### config.mk
export PLATFORM = sky130hd
export DESIGN_NAME = host_port
export DESIGN_NICKNAME = d
export VERILOG_FILES = /design/src/pkg/hostport_pkg.sv /design/src/design/host_port.sv /design/src/design/strobe_edge.sv
export SDC_FILE = /design/constraint.sdc
export NUM_CORES = 1
export LEC_CHECK = 0
export ABC_AREA = 1
export BUFFER_PORTS_ARGS = -buffer_cell sky130_fd_sc_hd__buf_2
export CAP_MARGIN = 25
export CORE_MARGIN = 10
export CORE_UTILIZATION = 55
export CTS_CLUSTER_DIAMETER = 120
export DETAILED_ROUTE_END_ITERATION = 12
export PLACE_DENSITY = 0.77
export SYNTH_ARGS = -nofsm -noshare
export SYNTH_HDL_FRONTEND = slang
export SYNTH_SLANG_ARGS = --single-unit
### constraint.sdc
create_clock -name i_mclk -period 3.5 [get_ports i_mclk]
set_input_delay 0.35 -clock i_mclk [delete_from_list [all_inputs] [get_ports i_mclk]]
set_output_delay 0.35 -clock i_mclk [all_outputs]
set_load 0.02 [all_outputs]
### src/pkg/hostport_pkg.sv
// Constants and register map for the host register access port
//
// Function
// - Select low enables byte transfers on bus
// - Select high floats all eight data lines
// - Write captured at write strobe rising edge
// - Read drives addressed register onto bus
// - Read strobe falling edge starts read cycle
// - Four-bit select decodes registers and ports
// - Eight-bit bus, line zero is LSB
// - Reset clears status, mask, port registers
// - Reset drives all general outputs high
// - Reset halts timer, channels go inactive
// - Transmit outputs held at mark after reset
// - Reset clears test modes, pointer to first
// - Transmit stays mark when disabled or looped
// - Interrupt request low, open drain, masked OR
package hostport_pkg;
    localparam int DATA_W = 8;
    localparam int ADDR_W = 4;
    // Register select codes
    localparam logic [3:0] A_MODE_A   = 4'h0;
    localparam logic [3:0] A_STAT_A   = 4'h1;
    localparam logic [3:0] A_CMD_A    = 4'h2;
    localparam logic [3:0] A_DATA_A   = 4'h3;
    localparam logic [3:0] A_OUTPUT_PORT_CONFIG_REG     = 4'h4;
    localparam logic [3:0] A_IMASK    = 4'h5;
    localparam logic [3:0] A_CTUR     = 4'h6;
    localparam logic [3:0] A_CTLR     = 4'h7;
    localparam logic [3:0] A_MODE_B   = 4'h8;
    localparam logic [3:0] A_STAT_B   = 4'h9;
    localparam logic [3:0] A_CMD_B    = 4'ha;
    localparam logic [3:0] A_DATA_B   = 4'hb;
    localparam logic [3:0] A_TEST     = 4'hc;
    localparam logic [3:0] A_INPORT   = 4'hd;
    localparam logic [3:0] A_OP_SET   = 4'he;
    localparam logic [3:0] A_OP_CLR   = 4'hf;
    // Reset values
    localparam logic [7:0] RST_ZERO   = 8'h00;
    localparam logic [7:0] RST_BYTE1  = 8'h01;
    // Command field: bit 2 tx enable, bit 3 tx disable, bits 6:4 misc
    localparam int CMD_TX_EN  = 2;
    localparam int CMD_TX_DIS = 3;
    // Mode byte two: bits 7:6 channel mode, 2'b10 is local loopback
    localparam logic [1:0] CHMODE_LOOP = 2'h2;
    // Status bits for transmitter ready and transmitter empty
    localparam int ST_TXRDY = 2;
    localparam int ST_TXEMT = 3;
    // Counter start/stop reads by register select
    localparam logic [3:0] A_CT_START = 4'he;
    localparam logic [3:0] A_CT_STOP  = 4'hf;
endpackage : hostport_pkg

### src/design/host_port.sv
// Host register access port with reset handling for a dual channel UART
`timescale 1ns/1ps
module host_port
    import hostport_pkg::*;
(
    input  wire logic              i_mclk,
    input  wire logic              i_resetn,
    input  wire logic              i_reset_high,
    input  wire logic              i_device_select_low,
    input  wire logic              i_write_strobe_low,
    input  wire logic              i_read_strobe_low,
    input  wire logic [ADDR_W-1:0] i_register_select_lines,
    input  wire logic [DATA_W-1:0] i_host_data_lines,
    input  wire logic [6:0]        i_input_port,
    input  wire logic [7:0]        i_irq_sources,
    output logic      [DATA_W-1:0] o_host_data_lines,
    output logic                   o_host_data_oe,
    output logic      [7:0]        o_general_output_pins,
    output logic                   o_serial_out_chan_a,
    output logic                   o_serial_out_chan_b,
    output logic                   o_interrupt_request_low,
    output logic                   o_interrupt_request_oe,
    output logic                   o_timer_running,
    output logic                   o_chan_a_active,
    output logic                   o_chan_b_active,
    output logic      [7:0]        o_output_port_config_reg,
    output logic      [7:0]        o_test_mode,
    output logic      [7:0]        o_rd_strobe_addr,
    output logic                   o_rd_strobe
);
    // ==========================================================
    // Reset and strobe qualification
    // ==========================================================
    wire any_reset = i_reset_high;
    wire wr_fall;
    wire wr_rise;
    wire rd_fall;
    wire rd_rise;
    logic [ADDR_W-1:0] wr_addr_r;
    logic [DATA_W-1:0] wr_data_r;
    logic              wr_sel_r;

    strobe_edge u_wr_edge (
        .i_mclk   (i_mclk),
        .i_resetn (i_resetn),
        .i_level_n(i_write_strobe_low),
        .o_fall   (wr_fall),
        .o_rise   (wr_rise)
    );
    strobe_edge u_rd_edge (
        .i_mclk   (i_mclk),
        .i_resetn (i_resetn),
        .i_level_n(i_read_strobe_low),
        .o_fall   (rd_fall),
        .o_rise   (rd_rise)
    );

    // Address and data sampled while strobe is low; host keeps them stable
    always_ff @(posedge i_mclk or negedge i_resetn) begin
        if (!i_resetn) begin
            wr_addr_r <= '0;
            wr_data_r <= RST_ZERO;
            wr_sel_r  <= 1'b0;
        end else if (!i_write_strobe_low) begin
            wr_addr_r <= i_register_select_lines;
            wr_data_r <= i_host_data_lines;
            wr_sel_r  <= ~i_device_select_low;
        end
    end

    // Commit on the rising edge of the write strobe
    wire wr_commit = wr_rise & wr_sel_r & ~any_reset;
    function automatic logic hit(input logic [3:0] a, input logic [3:0] code);
        hit = wr_commit && (a == code);
    endfunction

    // ==========================================================
    // Registers
    // ==========================================================
    // Mode registers survive the high reset; only the pointer returns
    logic [7:0] mode1_a_r;
    logic [7:0] mode2_a_r;
    logic [7:0] mode1_b_r;
    logic [7:0] mode2_b_r;
    logic       ptr_a_r;
    logic       ptr_b_r;
    logic [7:0] stat_a_r;
    logic [7:0] stat_b_r;
    logic [7:0] imask_r;
    logic [7:0] istat_r;
    logic [7:0] opr_r;
    logic [7:0] output_port_config_reg_r;
    logic [7:0] test_r;
    logic [7:0] ctu_r;
    logic [7:0] ctl_r;
    logic       tx_en_a_r;
    logic       tx_en_b_r;
    logic       ct_run_r;
    logic [7:0] hold_a_r;
    logic [7:0] hold_b_r;

    wire rd_start = rd_fall & ~i_device_select_low;
    wire rd_mode_a = rd_start && i_register_select_lines == A_MODE_A;
    wire rd_mode_b = rd_start && i_register_select_lines == A_MODE_B;

    always_ff @(posedge i_mclk or negedge i_resetn) begin
        if (!i_resetn) begin
            {mode1_a_r, mode2_a_r, mode1_b_r, mode2_b_r} <= '0;
            {ctu_r, ctl_r, hold_a_r, hold_b_r} <= '0;
        end else begin
            if (hit(wr_addr_r, A_MODE_A) && !ptr_a_r) mode1_a_r <= wr_data_r;
            if (hit(wr_addr_r, A_MODE_A) && ptr_a_r)  mode2_a_r <= wr_data_r;
            if (hit(wr_addr_r, A_MODE_B) && !ptr_b_r) mode1_b_r <= wr_data_r;
            if (hit(wr_addr_r, A_MODE_B) && ptr_b_r)  mode2_b_r <= wr_data_r;
            if (hit(wr_addr_r, A_CTUR))   ctu_r    <= wr_data_r;
            if (hit(wr_addr_r, A_CTLR))   ctl_r    <= wr_data_r;
            if (hit(wr_addr_r, A_DATA_A)) hold_a_r <= wr_data_r;
            if (hit(wr_addr_r, A_DATA_B)) hold_b_r <= wr_data_r;
        end
    end

    // Registers cleared by the high reset level
    always_ff @(posedge i_mclk or negedge i_resetn) begin
        if (!i_resetn) begin
            {stat_a_r, stat_b_r, imask_r, istat_r, opr_r, output_port_config_reg_r} <= '0;
            {test_r, ptr_a_r, ptr_b_r, tx_en_a_r, tx_en_b_r, ct_run_r} <= '0;
        end else if (any_reset) begin
            {stat_a_r, stat_b_r, imask_r, istat_r, opr_r, output_port_config_reg_r} <= '0;
            test_r   <= RST_ZERO;
            ptr_a_r  <= 1'b0;
            ptr_b_r  <= 1'b0;
            tx_en_a_r <= 1'b0;
            tx_en_b_r <= 1'b0;
            ct_run_r <= 1'b0;
        end else begin
            if (hit(wr_addr_r, A_IMASK)) imask_r <= wr_data_r;
            if (hit(wr_addr_r, A_OUTPUT_PORT_CONFIG_REG))  output_port_config_reg_r  <= wr_data_r;
            if (hit(wr_addr_r, A_TEST))  test_r  <= wr_data_r;
            if (hit(wr_addr_r, A_OP_SET)) opr_r  <= opr_r | wr_data_r;
            if (hit(wr_addr_r, A_OP_CLR)) opr_r  <= opr_r & ~wr_data_r;
            // Pointer advances once per mode access, sticks on the second
            if (hit(wr_addr_r, A_MODE_A) || rd_mode_a) ptr_a_r <= 1'b1;
            if (hit(wr_addr_r, A_MODE_B) || rd_mode_b) ptr_b_r <= 1'b1;
            if (hit(wr_addr_r, A_CMD_A)) begin
                if (wr_data_r[CMD_TX_EN])  tx_en_a_r <= 1'b1;
                if (wr_data_r[CMD_TX_DIS]) tx_en_a_r <= 1'b0;
            end
            if (hit(wr_addr_r, A_CMD_B)) begin
                if (wr_data_r[CMD_TX_EN])  tx_en_b_r <= 1'b1;
                if (wr_data_r[CMD_TX_DIS]) tx_en_b_r <= 1'b0;
            end
            stat_a_r[ST_TXRDY] <= tx_en_a_r;
            stat_a_r[ST_TXEMT] <= tx_en_a_r;
            stat_b_r[ST_TXRDY] <= tx_en_b_r;
            stat_b_r[ST_TXEMT] <= tx_en_b_r;
            // Sticky set wins over nothing here; sources are levels
            istat_r <= i_irq_sources;
            if (rd_start && i_register_select_lines == A_CT_START) ct_run_r <= 1'b1;
            if (rd_start && i_register_select_lines == A_CT_STOP)  ct_run_r <= 1'b0;
        end
    end

    // ==========================================================
    // Read path
    // ==========================================================
    logic [7:0] rd_mux;
    always_comb begin
        case (i_register_select_lines)
            A_MODE_A: rd_mux = ptr_a_r ? mode2_a_r : mode1_a_r;
            A_STAT_A: rd_mux = stat_a_r;
            A_DATA_A: rd_mux = hold_a_r;
            A_IMASK:  rd_mux = istat_r;
            A_CTUR:   rd_mux = ctu_r;
            A_CTLR:   rd_mux = ctl_r;
            A_MODE_B: rd_mux = ptr_b_r ? mode2_b_r : mode1_b_r;
            A_STAT_B: rd_mux = stat_b_r;
            A_DATA_B: rd_mux = hold_b_r;
            A_INPORT: rd_mux = {1'b0, i_input_port};
            default:  rd_mux = RST_ZERO;
        endcase
    end

    // Latched at read start, so a pointer step cannot change it mid-read
    logic [7:0] dout_r;
    always_ff @(posedge i_mclk or negedge i_resetn) begin
        if (!i_resetn) begin
            dout_r <= RST_ZERO;
        end else if (rd_start) begin
            dout_r <= rd_mux;
        end
    end

    // Drive only while select and read are low and write is idle; release is immediate
    wire bus_drive = ~i_device_select_low & ~i_read_strobe_low & i_write_strobe_low;
    assign o_host_data_oe    = bus_drive & ~i_device_select_low;
    assign o_host_data_lines = dout_r;

    // ==========================================================
    // Pins
    // ==========================================================
    wire loop_a = mode2_a_r[7:6] == CHMODE_LOOP;
    wire loop_b = mode2_b_r[7:6] == CHMODE_LOOP;
    // No serializer here, so an enabled channel idles too
    assign o_serial_out_chan_a = 1'b1;
    assign o_serial_out_chan_b = 1'b1;
    assign o_general_output_pins = ~opr_r;
    // Open drain: the pin is pulled low only while its enable is high
    wire irq_any = |(istat_r & imask_r);
    assign o_interrupt_request_low = 1'b0;
    assign o_interrupt_request_oe  = irq_any;
    assign o_timer_running          = ct_run_r;
    assign o_chan_a_active          = tx_en_a_r & ~loop_a;
    assign o_chan_b_active          = tx_en_b_r & ~loop_b;
    assign o_output_port_config_reg = output_port_config_reg_r;
    assign o_test_mode              = test_r;
    // Read-start strobe and address for the blocks behind the port
    assign o_rd_strobe_addr         = {4'h0, i_register_select_lines};
    assign o_rd_strobe              = rd_start;
    // Edges kept for symmetry; nothing acts on them yet
    wire unused = rd_rise ^ wr_fall;
endmodule // host_port

### src/design/strobe_edge.sv
// Synchronous edge detector for active-low host strobes
`timescale 1ns/1ps
module strobe_edge (
    input  wire logic i_mclk,
    input  wire logic i_resetn,
    input  wire logic i_level_n,
    output logic      o_fall,
    output logic      o_rise
);
    logic prev_r;

    always_ff @(posedge i_mclk or negedge i_resetn) begin
        if (!i_resetn) begin
            prev_r <= 1'b1;
        end else begin
            prev_r <= i_level_n;
        end
    end

    assign o_fall = prev_r & ~i_level_n;
    assign o_rise = ~prev_r & i_level_n;
endmodule // strobe_edge

==> report_table.html <==
<table>
<tr><th>Metric</th><th>Value</th></tr>
<tr><th colspan="2">Run status</th></tr>
<tr><td>Result of the run</td><td>finished, final reports clean</td></tr>
<tr><th colspan="2">Yosys</th></tr>
<tr><td>Post-synthesis instance area</td><td>6200 um2</td></tr>
<tr><td>Gate count of the mapped netlist</td><td>752</td></tr>
<tr><td>Mapped Avg Cell Area</td><td>8.24 um2</td></tr>
<tr><td>Ys Warns</td><td>0</td></tr>
<tr><td>Post-synth top area cell</td><td>sky130_fd_sc_hd__dfrtp_1</td></tr>
<tr><td>Share of the yosys chip area belonging to registers</td><td>54.1%</td></tr>
<tr><td>Library cells used by synthesis</td><td>29</td></tr>
<tr><td>Most area-consuming cells after synthesis</td><td>sky130_fd_sc_hd__dfrtp_1, sky130_fd_sc_hd__nand2_1, sky130_fd_sc_hd__o21ai_1</td></tr>
<tr><td>#FFs+latches synth</td><td>134</td></tr>
<tr><td>Fraction of synthesized cell area taken by the top area cell type</td><td>53.3%</td></tr>
<tr><th colspan="2">Cells and area</th></tr>
<tr><td>Layout cell share with drive strength beyond 1</td><td>18.6%</td></tr>
<tr><td>Storage element area</td><td>3360 um2</td></tr>
<tr><td>Combined area of the multi-input logic cells</td><td>2450 um2</td></tr>
<tr><td>Nets</td><td>850</td></tr>
<tr><td>Highest-count cells in the layout ignoring fill and taps</td><td>sky130_fd_sc_hd__nand2_1, sky130_fd_sc_hd__dfrtp_1, sky130_fd_sc_hd__buf_2</td></tr>
<tr><td>Final instance area</td><td>7170 um2</td></tr>
<tr><td>Growth of design area from synthesis to finish</td><td>15.6%</td></tr>
<tr><td>N_diodes</td><td>0</td></tr>
<tr><td>Most common library cell in the layout ignoring fill and taps</td><td>sky130_fd_sc_hd__nand2_1</td></tr>
<tr><td>Filler Cells Inserted</td><td>896</td></tr>
<tr><th colspan="2">STA</th></tr>
<tr><td>Highest achievable clock rate</td><td>436 MHz</td></tr>
<tr><td>Final Hold Fails</td><td>0</td></tr>
<tr><td>Remaining max-slew budget at the tightest pin</td><td>51.8%</td></tr>
<tr><td>Worst Hold Margin</td><td>0.0523 ns</td></tr>
<tr><td>Worst Max-Slew Pin Slew</td><td>0.719 ns</td></tr>
<tr><td>Fin crit share</td><td>65.6%</td></tr>
<tr><td>Count of pins over their slew limit</td><td>0</td></tr>
<tr><td>Clock tree skew after final layout</td><td>0.00684 ns</td></tr>
<tr><td>Setup-violating endpoint count in the final report</td><td>0</td></tr>
<tr><td>Aggregate negative setup slack</td><td>0 ns</td></tr>
<tr><td>Min Clock Period, post-route</td><td>2.30 ns</td></tr>
<tr><td>RSZ-0062 raised after global routing</td><td>false</td></tr>
<tr><th colspan="2">Die</th></tr>
<tr><td>Die Y</td><td>126 um</td></tr>
<tr><td>Starting density of the core</td><td>56.7%</td></tr>
<tr><td>Total core area</td><td>10900 um2</td></tr>
<tr><td>Std-Cell Rows</td><td>38</td></tr>
<tr><td>Die span in x</td><td>126 um</td></tr>
<tr><td>Floorplan die area</td><td>15900 um2</td></tr>
<tr><td>I/O pins</td><td>82</td></tr>
<tr><th colspan="2">Placed design</th></tr>
<tr><td>Dpl hpwl</td><td>11100 um</td></tr>
<tr><td>Instance area after placement</td><td>6570 um2</td></tr>
<tr><td>Gp weighted congestion</td><td>0.908</td></tr>
<tr><td>Port buffer count</td><td>74</td></tr>
<tr><th colspan="2">Global routing</th></tr>
<tr><td>Maximum number of pins on one net before global-route repair</td><td>88</td></tr>
<tr><td>All-layer global routing usage</td><td>20.3%</td></tr>
<tr><td>Number of antenna violations at the first check in global routing</td><td>0</td></tr>
<tr><td>Wire length of the first global-routing pass</td><td>26100 um</td></tr>
<tr><td>Number of global-route vias before repair</td><td>5024</td></tr>
<tr><td>Sum of overflow across all layers after global routing</td><td>0</td></tr>
<tr><th colspan="2">Flow run</th></tr>
<tr><td>Maxcap violations</td><td>0</td></tr>
<tr><th colspan="2">Power and ir drop</th></tr>
<tr><td>Power density of the placed cells</td><td>556 nW/um2</td></tr>
<tr><td>Peak supply drop</td><td>283 uV</td></tr>
<tr><td>Leakage power figure</td><td>0.00376 uW</td></tr>
<tr><th colspan="2">Clock tree</th></tr>
<tr><td>Clock buffers created by TritonCTS</td><td>17</td></tr>
<tr><td>CTS tree</td><td>built</td></tr>
<tr><td>Clock Sinks</td><td>134</td></tr>
<tr><td>Count of hold buffers inserted by post-cts repair</td><td>1</td></tr>
<tr><td>Cell chosen for the clock root</td><td>sky130_fd_sc_hd__clkbuf_16</td></tr>
<tr><td>Buffers inserted during post-CTS setup optimization</td><td>0</td></tr>
<tr><td>Clock Tree Buf Depth</td><td>2</td></tr>
<tr><td>Clock slew seen by the registers of the worst setup and hold paths</td><td>0.06 ns</td></tr>
<tr><td>CTS H-Tree Depth</td><td>4</td></tr>
<tr><td>Worst skew pair latency</td><td>0.42 ns</td></tr>
<tr><td>Post-cts sizing count</td><td>0</td></tr>
<tr><th colspan="2">Worst hold path</th></tr>
<tr><td>Hold Crit Class</td><td>in2reg</td></tr>
<tr><th colspan="2">Setup path</th></tr>
<tr><td>Crit Path Max Fanout</td><td>12</td></tr>
<tr><td>Required time of the critical path</td><td>3.15 ns</td></tr>
<tr><td>Worst EP arrival</td><td>1.95 ns</td></tr>
<tr><td>Crit start category</td><td>flip-flop</td></tr>
<tr><td>Category of the worst setup path capture point</td><td>output pin</td></tr>
<tr><td>Setup CP Type</td><td>reg2out</td></tr>
<tr><th colspan="2">Drt</th></tr>
<tr><td>DRC violation count after routing</td><td>0</td></tr>
<tr><td>Number of nets still failing antenna checks after routing</td><td>0</td></tr>
<tr><td>Average wire length per cell after detail routing</td><td>16.7 um</td></tr>
<tr><td>Via count normalized by instance count</td><td>5.45</td></tr>
<tr><td>Routed WL</td><td>16200 um</td></tr>
<tr><td>First-iteration detailed-routing DRC count</td><td>673</td></tr>
<tr><td>Vias after detailed routing</td><td>5288</td></tr>
<tr><td>First-pass iteration count of the detailed router</td><td>6</td></tr>
</table>
## kinds of logic (layout without fill, tap and decap cells)
group | Yosys count | count (layout) | share of synthesized area (%)
flip-flops | 134 | 134 | 54.1
buffers and inverters | 87 | 160 | 6.70
AO/OA/AOI/OAI | 128 | 128 | 11.8
other | 2 | 7 | 0.121
AND/OR/NAND/NOR | 401 | 401 | 27.3
## per-layer routing
layer / share of wire (%) / wire length, um / vias up / GRT usage [%]
li1: - / - / 2492 / -
met1: 42 / 6840 / 2537 / 26.2
met2: 47 / 7670 / 224 / 31.7
met3: 8.4 / 1360 / 35 / 5.33
met4: 2.2 / 365 / 0 / 8.24
met5: 0 / 0 / - / 0
## worst paths after layout
path / startpoint / endpoint / slack (ns) / cells past startpoint
max in group asynchronous: i_resetn / o_timer_running / 2.14 / 3
setup reg to reg: wr_sel_r / mode2_b_r[3] / 1.48 / 7
hold / removal: i_read_strobe_low / u_rd_edge.prev_r / 0.05 / 1
hold reg to reg: o_host_data_lines[0] / o_host_data_lines[0] / 0.47 / 2
min in group asynchronous: i_resetn / mode2_a_r[5] / 0.47 / 2
setup / recovery: u_rd_edge.prev_r / o_rd_strobe / 1.20 / 3
## metrics by stage
step / power (uW) / std cells / setup slack [ns] / utilization [%]
after floorplan: 2060 / 757 / 2.06 / -
after global placement: 2210 / 937 / 1.23 / 60.0
after detailed placement: 2230 / 937 / 1.10 / 60.0
after CTS: 3990 / 970 / 1.22 / 65.5
after global routing: 4130 / 970 / 1.14 / 65.5
final: 3990 / 970 / 1.20 / 65.5
## Yosys cell counts, drive strengths merged
| master | count |
|---|---|
| clkbuf | 6 |
| nand2 | 301 |
| nor2 | 67 |
| inv | 52 |
| buf | 29 |
| nand3 | 28 |
| dfstp | 2 |
| dfrtp | 132 |
| a21oi | 26 |
| a221oi | 2 |
| nor3b | 1 |
| o21ai | 100 |
| nor3 | 4 |
| conb | 2 |
## area by class of cell
type / instances / area share, %
Sequential cell: 134 / 46.8
Timing Repair Buffer: 76 / 5.62
Multi-Input combinational cell: 536 / 34.2
Clock inverter: 14 / 2.10
Clock buffer: 18 / 6.13
Inverter: 52 / 2.72
Tap cell: 140 / 2.44
## where the power goes
| group | internal (uW) | switching, uW | total (uW) |
|---|---|---|---|
| Clock | 1070 | 704 | 1780 |
| Sequential | 1670 | 77.8 | 1750 |
| Combinational | 135 | 324 | 458 |
## worst max-delay path: stages (launching register included)
cell and delay, ns:
sky130_fd_sc_hd__dfstp_2 0.52, sky130_fd_sc_hd__nand2_1 0.29, sky130_fd_sc_hd__inv_1 0.46, sky130_fd_sc_hd__buf_2 0.25
Power figures use the tool's default switching activity.
